--- config.mk ---
export PLATFORM = sky130hd
export DESIGN_NAME = adcsq_top
export DESIGN_NICKNAME = d
export VERILOG_FILES = /design/src/core/adcsq_top.v
export VERILOG_INCLUDE_DIRS = /design/src /design/src/core
export SDC_FILE = /design/constraint.sdc
export NUM_CORES = 1
export LEC_CHECK = 0
export BUFFER_PORTS_ARGS = -buffer_cell sky130_fd_sc_hd__buf_2
export CELL_PAD_IN_SITES_DETAIL_PLACEMENT = 2
export CELL_PAD_IN_SITES_GLOBAL_PLACEMENT = 2
export CORE_MARGIN = 2
export CORE_UTILIZATION = 34
export DETAILED_ROUTE_END_ITERATION = 10
export PLACE_DENSITY = 0.6
export SLEW_MARGIN = 20
export SYNTH_ARGS = -nofsm -noshare
export SYNTH_HDL_FRONTEND = slang
export SYNTH_SLANG_ARGS = --single-unit
export TNS_END_PERCENT = 100
--- constraint.sdc ---
create_clock -name aclk -period 6.5 [get_ports aclk]
set_input_delay 0.65 -clock aclk [delete_from_list [all_inputs] [get_ports aclk]]
set_output_delay 0.65 -clock aclk [all_outputs]
set_load 0.02 [all_outputs]
--- src/core/adcsq_defines.vh ---
/*
 * register offsets, field positions and reset values of the sample
 * sequencer control block. assumes a 32-bit register bus, byte addresses.
 */
`ifndef ADCSQ_DEFINES_VH
`define ADCSQ_DEFINES_VH

// ----------------------------------------------------------------
// register byte addresses
// ----------------------------------------------------------------
`define ADCSQ_RAW_IRQ      8'h04
`define ADCSQ_IRQ_MASK     8'h08
`define ADCSQ_OVERFLOW     8'h10
`define ADCSQ_UNDERFLOW    8'h18
`define ADCSQ_START        8'h28
`define ADCSQ_SEL0         8'h40
`define ADCSQ_CTL0         8'h44
`define ADCSQ_RES0         8'h48
`define ADCSQ_STAT0        8'h4c
`define ADCSQ_SEL1         8'h60
`define ADCSQ_CTL1         8'h64
`define ADCSQ_RES1         8'h68
`define ADCSQ_STAT1        8'h6c
`define ADCSQ_SEL2         8'h80
`define ADCSQ_CTL2         8'h84
`define ADCSQ_RES2         8'h88
`define ADCSQ_STAT2        8'h8c
`define ADCSQ_SEL3         8'ha0
`define ADCSQ_CTL3         8'ha4
`define ADCSQ_RES3         8'ha8
`define ADCSQ_STAT3        8'hac

// ----------------------------------------------------------------
// fields
// ----------------------------------------------------------------
`define ADCSQ_F_DIFF       0
`define ADCSQ_F_LAST       1
`define ADCSQ_F_IRQ        2
`define ADCSQ_F_SENSOR     3
`define ADCSQ_STAT_EMPTY   8
`define ADCSQ_STAT_FULL    12
`define ADCSQ_RES_W        10
`define ADCSQ_FIFO_DEPTH   4'h8
`define ADCSQ_CTL_RESET    32'h00000000
`define ADCSQ_SEQ3_MASK    32'h0000000f
`define ADCSQ_SEQ12_MASK   32'h0000ffff
`define ADCSQ_MUX_MASK     32'h77777777
`define ADCSQ_RESP_OKAY    2'b00
`define ADCSQ_RESP_SLVERR  2'b10

`endif

--- src/core/adcsq_top.v ---
/*
 * sample sequencer control and result path: four sequencers with per-slot
 * control and input-select words, one result FIFO each, read-to-pop result
 * registers, status, overflow/underflow and interrupt registers on an
 * AXI4-Lite slave.
 * assumes an outside converter that takes conv_req with the slot setup and
 * answers once with conv_done and conv_data; one clock, synchronous reset.
 */
`include "adcsq_defines.vh"

// Contract
// - any number of slots may request an interrupt in one sequence
// - each slot has a last flag; a set flag ends the sequence there
// - slots after the first flagged last slot are never converted
// - fourth sequencer has one slot with its last flag fixed at one
// - differential slot converts pair i, inputs 2i and 2i+1
// - temperature sensor has no differential mode
// - slot n control nibble: sensor, irq enable, last, diff; reset zero
// - result reads return slot order, data in bits 9:0, rest zero
// - reading a result register pops that FIFO entry
// - one result FIFO and result register per sequencer
// - push into full FIFO flags overflow, read of empty flags underflow
// - each FIFO has its own read-only status register
// - sensor bit picks the temperature sensor, else the selected pin
// - irq enable raises raw interrupt at slot end; mask gates output
// - input select is three bits in nibble n, top nibble bit reserved
module adcsq_top (
    input  wire        aclk,
    input  wire        aresetn,
    input  wire [7:0]  s_axi_awaddr,
    input  wire        s_axi_awvalid,
    output reg         s_axi_awready,
    input  wire [31:0] s_axi_wdata,
    input  wire [3:0]  s_axi_wstrb,
    input  wire        s_axi_wvalid,
    output reg         s_axi_wready,
    output reg  [1:0]  s_axi_bresp,
    output reg         s_axi_bvalid,
    input  wire        s_axi_bready,
    input  wire [7:0]  s_axi_araddr,
    input  wire        s_axi_arvalid,
    output reg         s_axi_arready,
    output reg  [31:0] s_axi_rdata,
    output reg  [1:0]  s_axi_rresp,
    output reg         s_axi_rvalid,
    input  wire        s_axi_rready,
    output reg         conv_req,
    output reg         conv_sensor,
    output reg         conv_diff,
    output reg  [2:0]  conv_input,
    input  wire        conv_done,
    input  wire [9:0]  conv_data,
    output reg         irq
);

    // ----------------------------------------------------------------
    // state and storage
    // ----------------------------------------------------------------
    localparam S_IDLE = 1'b0;
    localparam S_CONV = 1'b1;

    reg  [31:0] ctl [0:3];
    reg  [31:0] mux [0:3];
    reg  [9:0]  fifo_mem [0:31];
    reg  [2:0]  head [0:3];
    reg  [2:0]  tail [0:3];
    reg  [3:0]  count [0:3];
    reg  [3:0]  raw_irq;
    reg  [3:0]  irq_mask;
    reg  [3:0]  overflow;
    reg  [3:0]  underflow;
    reg  [3:0]  pending;
    reg         state;
    reg  [1:0]  cur_seq;
    reg  [2:0]  cur_slot;
    reg  [7:0]  wr_addr;
    reg  [31:0] wr_data;
    reg  [3:0]  wr_strb;

    // ----------------------------------------------------------------
    // helpers
    // ----------------------------------------------------------------
    // highest slot index a sequencer owns
    function [2:0] final_slot;
        input [1:0] seq;
        begin
            case (seq)
                2'd0:    final_slot = 3'd7;
                2'd3:    final_slot = 3'd0;
                default: final_slot = 3'd3;
            endcase
        end
    endfunction

    function [31:0] ctl_mask;
        input [1:0] seq;
        begin
            case (seq)
                2'd0:    ctl_mask = 32'hffffffff;
                2'd3:    ctl_mask = `ADCSQ_SEQ3_MASK;
                default: ctl_mask = `ADCSQ_SEQ12_MASK;
            endcase
        end
    endfunction

    // control nibble of one slot
    function [3:0] slot_ctl;
        input [1:0] seq;
        input [2:0] slot;
        reg   [31:0] word;
        begin
            word = ctl[seq];
            slot_ctl = word[{slot, 2'b00} +: 4];
            if (seq == 2'd3)
                slot_ctl[`ADCSQ_F_LAST] = 1'b1;
        end
    endfunction

    function [2:0] slot_mux;
        input [1:0] seq;
        input [2:0] slot;
        reg   [31:0] word;
        begin
            word = mux[seq];
            slot_mux = word[{slot, 2'b00} +: 3];
        end
    endfunction

    function [31:0] merge;
        input [31:0] old;
        input [31:0] data;
        input [3:0]  strb;
        integer      i;
        begin
            merge = old;
            for (i = 0; i < 4; i = i + 1)
                if (strb[i])
                    merge[i*8 +: 8] = data[i*8 +: 8];
        end
    endfunction

    function [31:0] fifo_status;
        input [2:0] hp;
        input [2:0] tp;
        input [3:0] cnt;
        begin
            fifo_status = {19'h00000, (cnt == `ADCSQ_FIFO_DEPTH), 3'h0,
                           (cnt == 4'h0), 1'b0, hp, 1'b0, tp};
        end
    endfunction

    // ----------------------------------------------------------------
    // bus decode
    // ----------------------------------------------------------------
    wire        rd_take = s_axi_arvalid & s_axi_arready;
    wire        wr_go   = ~s_axi_awready & ~s_axi_wready & ~s_axi_bvalid;
    wire [1:0]  rd_seq  = s_axi_araddr[6:5] - 2'd2;
    wire        rd_res  = rd_take && s_axi_araddr[4:0] == 5'h08 &&
                          s_axi_araddr[7:5] >= 3'd2 && s_axi_araddr[7:5] <= 3'd5;
    wire        rd_empty = (count[rd_seq] == 4'h0);
    wire [1:0]  wr_seq  = wr_addr[6:5] - 2'd2;
    wire        wr_seqreg = wr_addr[7:5] >= 3'd2 && wr_addr[7:5] <= 3'd5;

    // push from the converter side
    wire        push     = (state == S_CONV) & conv_done;
    wire [3:0]  slot_now = slot_ctl(cur_seq, cur_slot);
    wire        push_ok  = push & (count[cur_seq] != `ADCSQ_FIFO_DEPTH);
    wire        pop      = rd_res & ~rd_empty;
    wire        seq_done = slot_now[`ADCSQ_F_LAST] |
                           (cur_slot == final_slot(cur_seq));

    reg  [31:0] rd_val;
    reg         rd_hit;
    always @* begin
        rd_val = 32'h00000000;
        rd_hit = 1'b1;
        case (s_axi_araddr)
            `ADCSQ_RAW_IRQ:   rd_val = {28'h0000000, raw_irq};
            `ADCSQ_IRQ_MASK:  rd_val = {28'h0000000, irq_mask};
            `ADCSQ_OVERFLOW:  rd_val = {28'h0000000, overflow};
            `ADCSQ_UNDERFLOW: rd_val = {28'h0000000, underflow};
            `ADCSQ_START:     rd_val = {28'h0000000, pending};
            `ADCSQ_SEL0, `ADCSQ_SEL1, `ADCSQ_SEL2, `ADCSQ_SEL3:
                rd_val = mux[rd_seq];
            `ADCSQ_CTL0, `ADCSQ_CTL1, `ADCSQ_CTL2, `ADCSQ_CTL3: begin
                rd_val = ctl[rd_seq];
                if (rd_seq == 2'd3)
                    rd_val[`ADCSQ_F_LAST] = 1'b1;
            end
            `ADCSQ_RES0, `ADCSQ_RES1, `ADCSQ_RES2, `ADCSQ_RES3:
                rd_val = {22'h000000, fifo_mem[{rd_seq, tail[rd_seq]}]};
            `ADCSQ_STAT0, `ADCSQ_STAT1, `ADCSQ_STAT2, `ADCSQ_STAT3:
                rd_val = fifo_status(head[rd_seq], tail[rd_seq], count[rd_seq]);
            default:
                rd_hit = 1'b0;
        endcase
    end

    // ----------------------------------------------------------------
    // AXI4-Lite slave
    // ----------------------------------------------------------------
    // one write and one read in flight; write fires once both halves landed
    always @(posedge aclk) begin
        if (!aresetn) begin
            s_axi_awready <= 1'b1;
            s_axi_wready  <= 1'b1;
            s_axi_bvalid  <= 1'b0;
            s_axi_bresp   <= `ADCSQ_RESP_OKAY;
            s_axi_arready <= 1'b1;
            s_axi_rvalid  <= 1'b0;
            s_axi_rdata   <= 32'h00000000;
            s_axi_rresp   <= `ADCSQ_RESP_OKAY;
            wr_addr       <= 8'h00;
            wr_data       <= 32'h00000000;
            wr_strb       <= 4'h0;
        end else begin
            if (s_axi_awvalid && s_axi_awready) begin
                wr_addr       <= s_axi_awaddr;
                s_axi_awready <= 1'b0;
            end
            if (s_axi_wvalid && s_axi_wready) begin
                wr_data      <= s_axi_wdata;
                wr_strb      <= s_axi_wstrb;
                s_axi_wready <= 1'b0;
            end
            if (wr_go) begin
                s_axi_bvalid <= 1'b1;
                s_axi_bresp  <= (wr_seqreg && wr_addr[4:2] <= 3'd1) ||
                                wr_addr == `ADCSQ_IRQ_MASK ||
                                wr_addr == `ADCSQ_START ?
                                `ADCSQ_RESP_OKAY : `ADCSQ_RESP_SLVERR;
            end
            if (s_axi_bvalid && s_axi_bready) begin
                s_axi_bvalid  <= 1'b0;
                s_axi_awready <= 1'b1;
                s_axi_wready  <= 1'b1;
            end
            if (rd_take) begin
                s_axi_arready <= 1'b0;
                s_axi_rvalid  <= 1'b1;
                s_axi_rdata   <= (rd_res && rd_empty) ? 32'h00000000 : rd_val;
                s_axi_rresp   <= rd_hit ? `ADCSQ_RESP_OKAY : `ADCSQ_RESP_SLVERR;
            end
            if (s_axi_rvalid && s_axi_rready) begin
                s_axi_rvalid  <= 1'b0;
                s_axi_arready <= 1'b1;
            end
        end
    end

    // ----------------------------------------------------------------
    // configuration registers
    // ----------------------------------------------------------------
    integer k, j, p;
    always @(posedge aclk) begin
        if (!aresetn) begin
            for (j = 0; j < 4; j = j + 1) begin
                ctl[j] <= `ADCSQ_CTL_RESET;
                mux[j] <= 32'h00000000;
            end
            irq_mask <= 4'h0;
        end else if (wr_go) begin
            if (wr_seqreg && wr_addr[4:0] == 5'h04)
                ctl[wr_seq] <= merge(ctl[wr_seq], wr_data, wr_strb) &
                               ctl_mask(wr_seq);
            if (wr_seqreg && wr_addr[4:0] == 5'h00)
                mux[wr_seq] <= merge(mux[wr_seq], wr_data, wr_strb) &
                               ctl_mask(wr_seq) & `ADCSQ_MUX_MASK;
            if (wr_addr == `ADCSQ_IRQ_MASK && wr_strb[0])
                irq_mask <= wr_data[3:0];
        end
    end

    // ----------------------------------------------------------------
    // sequencer
    // ----------------------------------------------------------------
    reg [1:0] pick;
    always @* begin
        pick = 2'd3;
        for (p = 3; p >= 0; p = p - 1)
            if (pending[p])
                pick = p[1:0];
    end

    wire [2:0] next_slot = cur_slot + 3'd1;
    wire [1:0] load_seq  = (state == S_IDLE) ? pick : cur_seq;
    wire [2:0] load_slot = (state == S_IDLE) ? 3'd0 : next_slot;
    wire [3:0] load_ctl  = slot_ctl(load_seq, load_slot);
    wire       start_req = (state == S_IDLE) && (pending != 4'h0);
    wire       next_req  = push && !seq_done;
    wire [3:0] start_set = (wr_go && wr_addr == `ADCSQ_START && wr_strb[0]) ?
                           wr_data[3:0] : 4'h0;

    always @(posedge aclk) begin
        if (!aresetn) begin
            state       <= S_IDLE;
            cur_seq     <= 2'd0;
            cur_slot    <= 3'd0;
            pending     <= 4'h0;
            conv_req    <= 1'b0;
            conv_sensor <= 1'b0;
            conv_diff   <= 1'b0;
            conv_input  <= 3'd0;
        end else begin
            pending <= (pending & ~(start_req ? (4'h1 << pick) : 4'h0)) | start_set;
            case (state)
                S_IDLE: begin
                    if (start_req) begin
                        state    <= S_CONV;
                        cur_seq  <= pick;
                        cur_slot <= 3'd0;
                    end
                end
                S_CONV: begin
                    if (push) begin
                        if (seq_done)
                            state <= S_IDLE;
                        else
                            cur_slot <= next_slot;
                    end
                end
                default: state <= S_IDLE;
            endcase
            if (start_req || next_req) begin
                conv_req    <= 1'b1;
                conv_sensor <= load_ctl[`ADCSQ_F_SENSOR];
                conv_diff   <= load_ctl[`ADCSQ_F_DIFF] &
                               ~load_ctl[`ADCSQ_F_SENSOR];
                conv_input  <= slot_mux(load_seq, load_slot);
            end else if (push) begin
                conv_req <= 1'b0;
            end
        end
    end

    // ----------------------------------------------------------------
    // result FIFOs
    // ----------------------------------------------------------------
    // one FIFO per sequencer; a full FIFO drops the new result
    always @(posedge aclk) begin
        if (push_ok)
            fifo_mem[{cur_seq, head[cur_seq]}] <= conv_data;
    end

    always @(posedge aclk) begin
        if (!aresetn) begin
            for (k = 0; k < 4; k = k + 1) begin
                head[k]  <= 3'd0;
                tail[k]  <= 3'd0;
                count[k] <= 4'h0;
            end
        end else begin
            for (k = 0; k < 4; k = k + 1) begin
                if (push_ok && cur_seq == k[1:0])
                    head[k] <= head[k] + 3'd1;
                if (pop && rd_seq == k[1:0])
                    tail[k] <= tail[k] + 3'd1;
                if ((push_ok && cur_seq == k[1:0]) && !(pop && rd_seq == k[1:0]))
                    count[k] <= count[k] + 4'h1;
                else if (!(push_ok && cur_seq == k[1:0]) && (pop && rd_seq == k[1:0]))
                    count[k] <= count[k] - 4'h1;
            end
        end
    end

    // ----------------------------------------------------------------
    // status and interrupt
    // ----------------------------------------------------------------
    // all sticky flags clear on a read of their register; a set in the same
    // cycle wins so no event is lost
    wire [3:0] seq_bit  = 4'h1 << cur_seq;
    wire [3:0] set_raw  = (push && slot_now[`ADCSQ_F_IRQ]) ? seq_bit : 4'h0;
    wire [3:0] set_ovf  = (push && !push_ok) ? seq_bit : 4'h0;
    wire [3:0] set_udf  = (rd_res && rd_empty) ? (4'h1 << rd_seq) : 4'h0;

    always @(posedge aclk) begin
        if (!aresetn) begin
            raw_irq   <= 4'h0;
            overflow  <= 4'h0;
            underflow <= 4'h0;
            irq       <= 1'b0;
        end else begin
            raw_irq   <= ((rd_take && s_axi_araddr == `ADCSQ_RAW_IRQ) ?
                         4'h0 : raw_irq) | set_raw;
            overflow  <= ((rd_take && s_axi_araddr == `ADCSQ_OVERFLOW) ?
                         4'h0 : overflow) | set_ovf;
            underflow <= ((rd_take && s_axi_araddr == `ADCSQ_UNDERFLOW) ?
                         4'h0 : underflow) | set_udf;
            irq       <= |(raw_irq & irq_mask);
        end
    end

endmodule // adcsq_top

==> metrics.txt, run 1 <==
# TYPE chip_impl_metric gauge
chip_impl_info{name="run_status",value="complete, no violations"} 1
chip_impl_metric{name="routed-via-count",unit=""} 21900
chip_impl_info{name="worst_hold_path_type",value="input pin to flop"} 1
chip_impl_metric{name="critical-path-max-stage-delay",unit="ns"} 0.46
chip_impl_metric{name="max_cap_viol_count",unit=""} 0
chip_impl_metric{name="hold_viol",unit=""} 0
chip_impl_metric{name="grt_antenna_before_repair",unit=""} 3
chip_impl_metric{name="place_congestion",unit=""} 0.802
chip_impl_metric{name="multi_input_comb_area",unit="um2"} 12200
chip_impl_metric{name="final_nets",unit=""} 2555
chip_impl_metric{name="synth-seq-area-share",unit="%"} 60.9
chip_impl_metric{name="endpoints_failing_setup",unit=""} 0
chip_impl_metric{name="die_h",unit="um"} 314
chip_impl_metric{name="clock_latency",unit="ns"} 0.67
chip_impl_metric{name="dpl_worst_slack",unit="ns"} 2.26
chip_impl_metric{name="finalCritPeriodShare",unit="%"} 60.4
chip_impl_info{name="timing.critical_path.from_type",value="flop"} 1
chip_impl_metric{name="rel_slew_slack",unit="%"} 22.6
chip_impl_metric{name="grt_pass1_wl",unit="um"} 169000
chip_impl_metric{name="post_drt_via_cell_ratio",unit=""} 5.75
chip_impl_metric{name="half_perimeter_wire_length_of_the_detailed_placement_result",unit="um"} 78100
chip_impl_metric{name="yosys_register_bits",unit=""} 702
chip_impl_metric{name="drive_gt1_share",unit="%"} 22.2
chip_impl_metric{name="grt_max_degree",unit=""} 76
chip_impl_metric{name="timing.setup.tns",unit="ns"} 0
chip_impl_metric{name="synthArstFlopShare",unit="%"} 0
chip_impl_metric{name="yosysUniqueCellTypes",unit=""} 81
chip_impl_metric{name="antenna-diode-count",unit=""} 0
chip_impl_metric{name="timing_worst_slew_pin_value",unit="ns"} 1.15
chip_impl_metric{name="post_cts_setup_buffers",unit=""} 0
chip_impl_info{name="timing.critical_path.slowest_stage_cell",value="or3_1"} 1
chip_impl_metric{name="final_util",unit="%"} 39.4
chip_impl_metric{name="initial_standard_cell_utilization_of_the_core",unit="%"} 34.3
chip_impl_metric{name="cts_max_path_bufs",unit=""} 3
chip_impl_metric{name="drt_first_pass_iters",unit=""} 5
chip_impl_metric{name="port_buffers",unit=""} 115
chip_impl_metric{name="syn2layout_area_growth",unit="%"} 14.7
chip_impl_metric{name="std_cell_rows",unit=""} 113
chip_impl_metric{name="drt_iter0_markers",unit=""} 1800
chip_impl_metric{name="min_period",unit="ns"} 3.93
chip_impl_metric{name="clock-sinks",unit=""} 702
chip_impl_metric{name="die_extent_in_x",unit="um"} 314
chip_impl_metric{name="timing.final.ws_setup",unit="ns"} 2.57
chip_impl_metric{name="vias_in_the_first_global_route",unit=""} 23500
chip_impl_metric{name="route.layer.met1.wl",unit="um"} 53300
chip_impl_metric{name="h-tree-depth",unit=""} 3
chip_impl_metric{name="finish.instance_area",unit="um2"} 37500
chip_impl_metric{name="ff_latch_area",unit="um2"} 19900
chip_impl_info{name="path_class",value="flop to flop"} 1
chip_impl_metric{name="cts_repair_resize_count",unit=""} 0
chip_impl_info{name="final_cell_mix",value="edfxtp_1, nand2_1, nor2_1"} 1
chip_impl_metric{name="timing.clock.skew",unit="ns"} 0.0427
chip_impl_metric{name="drt_wl_total",unit="um"} 116000
chip_impl_metric{name="dpl-instance-area",unit="um2"} 34800
chip_impl_metric{name="drt_drc_violations_left",unit=""} 0
chip_impl_info{name="post_synth_main_area_contributors",value="edfxtp_1, mux4_2, dfxtp_1"} 1
chip_impl_metric{name="synth_area_per_cell",unit="um2"} 14.2
chip_impl_metric{name="critical_path.max_fanout",unit=""} 10
chip_impl_metric{name="design.portCount",unit=""} 118
chip_impl_metric{name="synth-warning-count",unit=""} 0
chip_impl_metric{name="final.fill_count",unit=""} 9479
chip_impl_metric{name="synth_area",unit="um2"} 32700
chip_impl_metric{name="leakage_power_summed_over_all_cells",unit="nW"} 12.7
chip_impl_metric{name="synthesis.instances",unit=""} 2307
chip_impl_metric{name="p_per_area",unit="nW/um2"} 279
chip_impl_metric{name="cts-buffers-inserted",unit=""} 83
chip_impl_info{name="largest_area_contributor_in_the_synthesized_netlist",value="edfxtp_1"} 1
chip_impl_metric{name="grtUsageTotal",unit="%"} 23.6
chip_impl_metric{name="die_area",unit="um2"} 98600
chip_impl_metric{name="post-synth-top-area-fraction",unit="%"} 53.7
chip_impl_metric{name="cts-hold-fix-buffers",unit=""} 0
chip_impl_info{name="yosys_most_used_dff",value="edfxtp_1"} 1
chip_impl_metric{name="power",unit="mW"} 10.4
chip_impl_metric{name="met2RoutedLength",unit="um"} 53700
chip_impl_metric{name="dr_wl_met3",unit="um"} 6020
chip_impl_info{name="rsz0062_at_grt",value="false"} 1
chip_impl_metric{name="area_inside_the_core_boundary",unit="um2"} 95200
chip_impl_metric{name="max_freq",unit="GHz"} 0.255
chip_impl_metric{name="critical_path_arrival",unit="ns"} 4.35
chip_impl_info{name="dr.max_layer_used",value="met5"} 1
chip_impl_metric{name="postRouteAntennaNets",unit=""} 0
chip_impl_metric{name="clk_transition_reported_paths",unit="ns"} 0.06
chip_impl_metric{name="final-max-slew-violation-count",unit=""} 0
chip_impl_info{name="endpoint_kind",value="flop"} 1
chip_impl_info{name="tritoncts",value="done"} 1
chip_impl_metric{name="synth_edf_count",unit=""} 584
chip_impl_metric{name="grt.overflow.total",unit=""} 0
chip_impl_info{name="commonest_non_fill_non_tap_cell_in_the_layout",value="edfxtp_1"} 1
chip_impl_info{name="ctsRootBufferMaster",value="clkbuf_16"} 1
chip_impl_metric{name="route.detailed.wl_per_inst",unit="um"} 30.5
chip_impl_info{name="worst_path_dominant_cell_family",value="simple AND/OR/NAND/NOR gates"} 1
chip_impl_info{name="worstPathCellList",value="or3_1 > or3b_1 > a31oi_1 > nor2_1 > buf_4 > nand2_1 > nand3_1 > inv_1 > ha_1 > a21o_1 > a21oi_1 > xnor2_1 > o22ai_1 > and2_1"} 1
chip_impl_metric{name="timing.critical_path.required",unit="ns"} 6.92
chip_impl_metric{name="timing.critical_path.buf_inv",unit=""} 2
chip_impl_metric{name="ir_drop",unit="uV"} 189
==> per-stage QoR <==
| step | cells | hold WS (ns) |
|---|---|---|
| 3_5_place_dp | 3645 | 0.461 |
| 3_3_place_gp | 3645 | 0.445 |
| 2_1_floorplan | 2364 | 0.436 |
| 5_1_grt | 3799 | 0.205 |
| 4_1_cts | 3799 | 0.176 |
| 6_report | 3799 | 0.216 |
==> cells by family after synthesis <==
| family | count (synthesis) | synth area share [%] |
|---|---|---|
| DFF | 702 | 60.9 |
| and+or+nand+nor | 694 | 9.31 |
| AOI/OAI and AO/OA | 360 | 7.36 |
| muxes | 327 | 18.2 |
| buffers and inverters | 183 | 2.77 |
| adders and majority gates | 20 | 0.835 |
| xor gates and xnor gates | 20 | 0.559 |
| other | 1 | 0.0115 |
==> cell type report <==
type                       count  share of cell area (%)
sequential                   702                    53.1
clock buffer                 122                    6.28
multi-input combinational   1479                    32.5
timing repair buffer         172                    2.76
inverter                      27                   0.277
clock inverter                32                   0.855
tap                         1265                    4.22
==> state kept, by name, indices dropped and copies added (netlist names), 8 cells and up, named ones only <==
name,cells
head,12
wr_data,32
s_axi_rdata,32
tail,12
ctl,128
mux,96
wr_addr,8
count,16
fifo_mem,320
==> report_power, final <==
group	switching [mW]	total, mW	leakage (nW)	internal [mW]
registers	0.106	5.07	6.53	4.96
clock network	1.98	4.59	1.30	2.62
logic	0.488	0.782	4.82	0.295
total	2.57	10.4	12.7	7.88
==> routing by layer <==
layer | vias up | global-route usage (%)
li1 | 9242 | -
met3 | 145 | 3.38
met5 | - | 0
met4 | 2 | 6.38
met1 | 11800 | 34.1
met2 | 670 | 37.2
==> cell usage after synthesis (all sizes together) (3+ instances only) <==
| master | number |
|---|---|
| mux2 | 7 |
| a311oi | 3 |
| o221ai | 17 |
| o21ai | 26 |
| ha | 17 |
| o22a | 3 |
| nand4 | 12 |
| a31oi | 10 |
| and2 | 13 |
| dfxtp | 118 |
| a222oi | 3 |
| mux4 | 213 |
| or3 | 9 |
| xnor2 | 13 |
| buf | 74 |
| nor2 | 249 |
| inv | 27 |
| nor3 | 28 |
| o22ai | 20 |
| a22o | 25 |
| nand3 | 58 |
| o211ai | 4 |
| a22oi | 49 |
| nand2b | 34 |
| mux2i | 107 |
| a211oi | 21 |
| a21oi | 148 |
| and3 | 7 |
| clkbuf | 82 |
| a221oi | 3 |
| a21o | 4 |
| fa | 3 |
| edfxtp | 584 |
| nor2b | 24 |
| nand3b | 4 |
| xor2 | 7 |
| a32oi | 3 |
| nor4 | 8 |
| nand2 | 239 |
==> final timing paths <==
kind                                                start                         to  slack [ns]  cells after the start
worst min-delay path                         s_axi_wvalid  s_axi_wready$_SDFFE_PP1P_        0.22                      2
worst max-delay path            count[1][0]$_SDFFCE_PN0P_  count[0][3]$_SDFFCE_PN0P_        2.57                     14
worst max register to register  count[1][0]$_SDFFCE_PN0P_  count[0][3]$_SDFFCE_PN0P_        2.57                     14
worst min register to register   wr_data[15]$_SDFFE_PN0P_   wr_data[15]$_SDFFE_PN0P_        0.46                      2
No activity file was read; power rests on OpenSTA's default activity.
==> run 2: changes to the inputs <==
Clock period 6.5 ns to 4.05 ns, I/O delays scaled along.
==> run 2 against run 1 <==
  * Power up 62%
  * Final cell count increased by 2.6%
  * Critical path depth fell by 1
  * Combinational power increased by 73%
  * Utilization is 0.87 points higher
  * Critical path type unchanged
  * Largest cell class unchanged
  * Largest power group unchanged
==> metrics.txt, run 2 (synthesized netlist as in run 1, its figures left out) <==
# TYPE chip_impl_metric gauge
chip_impl_info{name="timing.critical_path.from_type",value="flop"} 1
chip_impl_metric{name="grt.overflow.total",unit=""} 0
chip_impl_metric{name="critical_path.max_fanout",unit=""} 6
chip_impl_metric{name="max_cap_viol_count",unit=""} 0
chip_impl_metric{name="max_freq",unit="GHz"} 0.272
chip_impl_metric{name="half_perimeter_wire_length_of_the_detailed_placement_result",unit="um"} 82400
chip_impl_info{name="worst_r2r_startpoint",value="count[1][0]$_SDFFCE_PN0P_"} 1
chip_impl_metric{name="die_extent_in_x",unit="um"} 314
chip_impl_metric{name="critical_path_arrival",unit="ns"} 4.09
chip_impl_metric{name="rel_slew_slack",unit="%"} 25.9
chip_impl_metric{name="clock-sinks",unit=""} 702
chip_impl_info{name="r2r-end",value="count[0][3]$_SDFFCE_PN0P_"} 1
chip_impl_info{name="rsz0062_at_grt",value="false"} 1
chip_impl_info{name="commonest_non_fill_non_tap_cell_in_the_layout",value="edfxtp_1"} 1
chip_impl_metric{name="timing.clock.skew",unit="ns"} 0.0340
chip_impl_metric{name="antenna-diode-count",unit=""} 0
chip_impl_metric{name="grt_pass1_wl",unit="um"} 174000
chip_impl_metric{name="grtUsageTotal",unit="%"} 24.5
chip_impl_metric{name="design.portCount",unit=""} 118
chip_impl_info{name="endpoint_kind",value="flop"} 1
chip_impl_metric{name="routed-via-count",unit=""} 22300
chip_impl_metric{name="initial_standard_cell_utilization_of_the_core",unit="%"} 34.3
chip_impl_metric{name="post_layout_nonfiller_instances",unit=""} 3899
chip_impl_info{name="final_cell_mix",value="edfxtp_1, nor2_1, nand2_1"} 1
chip_impl_metric{name="regToRegSetupSlack",unit="ns"} 0.37
chip_impl_metric{name="ir_drop",unit="uV"} 295
chip_impl_metric{name="grt_max_degree",unit=""} 64
chip_impl_metric{name="drt_first_pass_iters",unit=""} 5
chip_impl_metric{name="final_util",unit="%"} 40.3
chip_impl_metric{name="timing_worst_slew_pin_value",unit="ns"} 1.11
chip_impl_metric{name="cts_max_path_bufs",unit=""} 3
chip_impl_metric{name="timing.final.ws_setup",unit="ns"} 0.372
chip_impl_metric{name="clk_transition_reported_paths",unit="ns"} 0.06
chip_impl_metric{name="port_buffers",unit=""} 115
chip_impl_metric{name="hold_viol",unit=""} 0
chip_impl_info{name="worst_hold_path_type",value="input pin to flop"} 1
chip_impl_info{name="path_class",value="flop to flop"} 1
chip_impl_metric{name="area_inside_the_core_boundary",unit="um2"} 95200
chip_impl_metric{name="final-max-slew-violation-count",unit=""} 0
chip_impl_metric{name="postRouteAntennaNets",unit=""} 0
chip_impl_metric{name="route.detailed.wl_per_inst",unit="um"} 30.8
chip_impl_metric{name="clock_latency",unit="ns"} 0.67
chip_impl_metric{name="p_per_area",unit="nW/um2"} 442
chip_impl_metric{name="post_cts_setup_buffers",unit=""} 0
chip_impl_metric{name="numPlacedInstances",unit=""} 3702
chip_impl_metric{name="drt_iter0_markers",unit=""} 2022
chip_impl_info{name="tritoncts",value="done"} 1
chip_impl_metric{name="die_area",unit="um2"} 98600
chip_impl_metric{name="leakage_power_summed_over_all_cells",unit="nW"} 13.1
chip_impl_metric{name="place_congestion",unit=""} 0.876
chip_impl_metric{name="finalCritPeriodShare",unit="%"} 90.8
chip_impl_metric{name="die_h",unit="um"} 314
chip_impl_metric{name="endpoints_failing_setup",unit=""} 0
chip_impl_metric{name="flip_flop_count_of_the_largest_register_all_copies_and_words_added",unit=""} 320
chip_impl_metric{name="timing.critical_path.required",unit="ns"} 4.46
chip_impl_info{name="hold-path-endpoint",value="wr_addr[7]$_SDFFE_PN0P_"} 1
chip_impl_metric{name="drive_gt1_share",unit="%"} 22.6
chip_impl_info{name="run_status",value="complete, no violations"} 1
chip_impl_info{name="ctsRootBufferMaster",value="clkbuf_16"} 1
chip_impl_metric{name="drt_wl_total",unit="um"} 120000
chip_impl_metric{name="std_cell_rows",unit=""} 113
chip_impl_metric{name="drt_drc_violations_left",unit=""} 0
chip_impl_metric{name="timing.setup.tns",unit="ns"} 0
chip_impl_metric{name="syn2layout_area_growth",unit="%"} 17.3
chip_impl_metric{name="count_of_cells_along_the_worst_hold_path",unit=""} 3
chip_impl_metric{name="ff2ff_path_depth",unit=""} 13
chip_impl_metric{name="h-tree-depth",unit=""} 3
chip_impl_info{name="hold_path.startpoint",value="s_axi_awaddr[7]"} 1
chip_impl_metric{name="final_nets",unit=""} 2654
chip_impl_metric{name="min_period",unit="ns"} 3.68
chip_impl_metric{name="dpl_worst_slack",unit="ns"} 0.422
chip_impl_metric{name="post_drt_via_cell_ratio",unit=""} 5.73
chip_impl_metric{name="vias_in_the_first_global_route",unit=""} 23900
chip_impl_metric{name="grt_antenna_before_repair",unit=""} 5
chip_impl_metric{name="cts-buffers-inserted",unit=""} 83
chip_impl_metric{name="power",unit="mW"} 16.9
-- run 2: layout make-up --
type	instances	area [um2]
fill	9434	56800
clock inverter	28	282
timing repair buffer	271	1910
inverter	27	104
tap	1265	1580
clock buffer	127	2390
multi-input combinational	1479	12100
sequential	702	19900
-- run 2: through the flow --
step	instance area [um2]	hold slack, ns
after floorplan	32900	0.436
after global placement	35200	0.438
after detailed placement	35200	0.453
after CTS	38300	0.00519
after global routing	38300	0.0500
final	38300	0.0483
-- run 2: worst max path at each step --
stage | start | end
3_3_place_gp | s_axi_araddr[1] | count[2][3]$_SDFFCE_PN0P_
2_1_floorplan | s_axi_bvalid$_SDFFE_PP0P_ | ctl[3][0]$_DFFE_PP_
5_1_grt | count[1][0]$_SDFFCE_PN0P_ | count[0][3]$_SDFFCE_PN0P_
6_report | count[1][0]$_SDFFCE_PN0P_ | count[0][3]$_SDFFCE_PN0P_
3_5_place_dp | count[1][0]$_SDFFCE_PN0P_ | count[0][3]$_SDFFCE_PN0P_
4_1_cts | count[1][0]$_SDFFCE_PN0P_ | count[0][3]$_SDFFCE_PN0P_
-- run 2: repair_timing --
item                                    4_1_cts  5_1_grt
gates resized for setup                       0        0
hold buffers                                 42        0
endpoints found under the setup margin        0        0
endpoints found under the hold margin        41        0
-- run 2: routing by layer --
metal | GRT usage, % | wire length [um] | vias to the layer above
met5 | 0 | 13 | -
met4 | 6.64 | 2800 | 2
met3 | 3.75 | 6560 | 167
met2 | 39.3 | 56500 | 696
met1 | 34.6 | 54100 | 12000
li1 | - | - | 9443
-- run 2: where the power goes --
group,switching [mW],internal [mW],leakage [nW]
registers,0.157,7.97,6.53
clock network,3.11,4.34,1.30
logic,0.834,0.519,5.29
-- run 2: critical path, stage by stage (launching register included) --
cell	delay [ns]
edfxtp_1	0.43
or3_1	0.42
or3b_1	0.39
a31oi_1	0.34
nor2_1	0.20
nand2_1	0.23
nand3_1	0.21
inv_1	0.16
ha_1	0.25
a21o_1	0.18
a21oi_1	0.17
xnor2_1	0.18
o22ai_1	0.12
and2_1	0.16
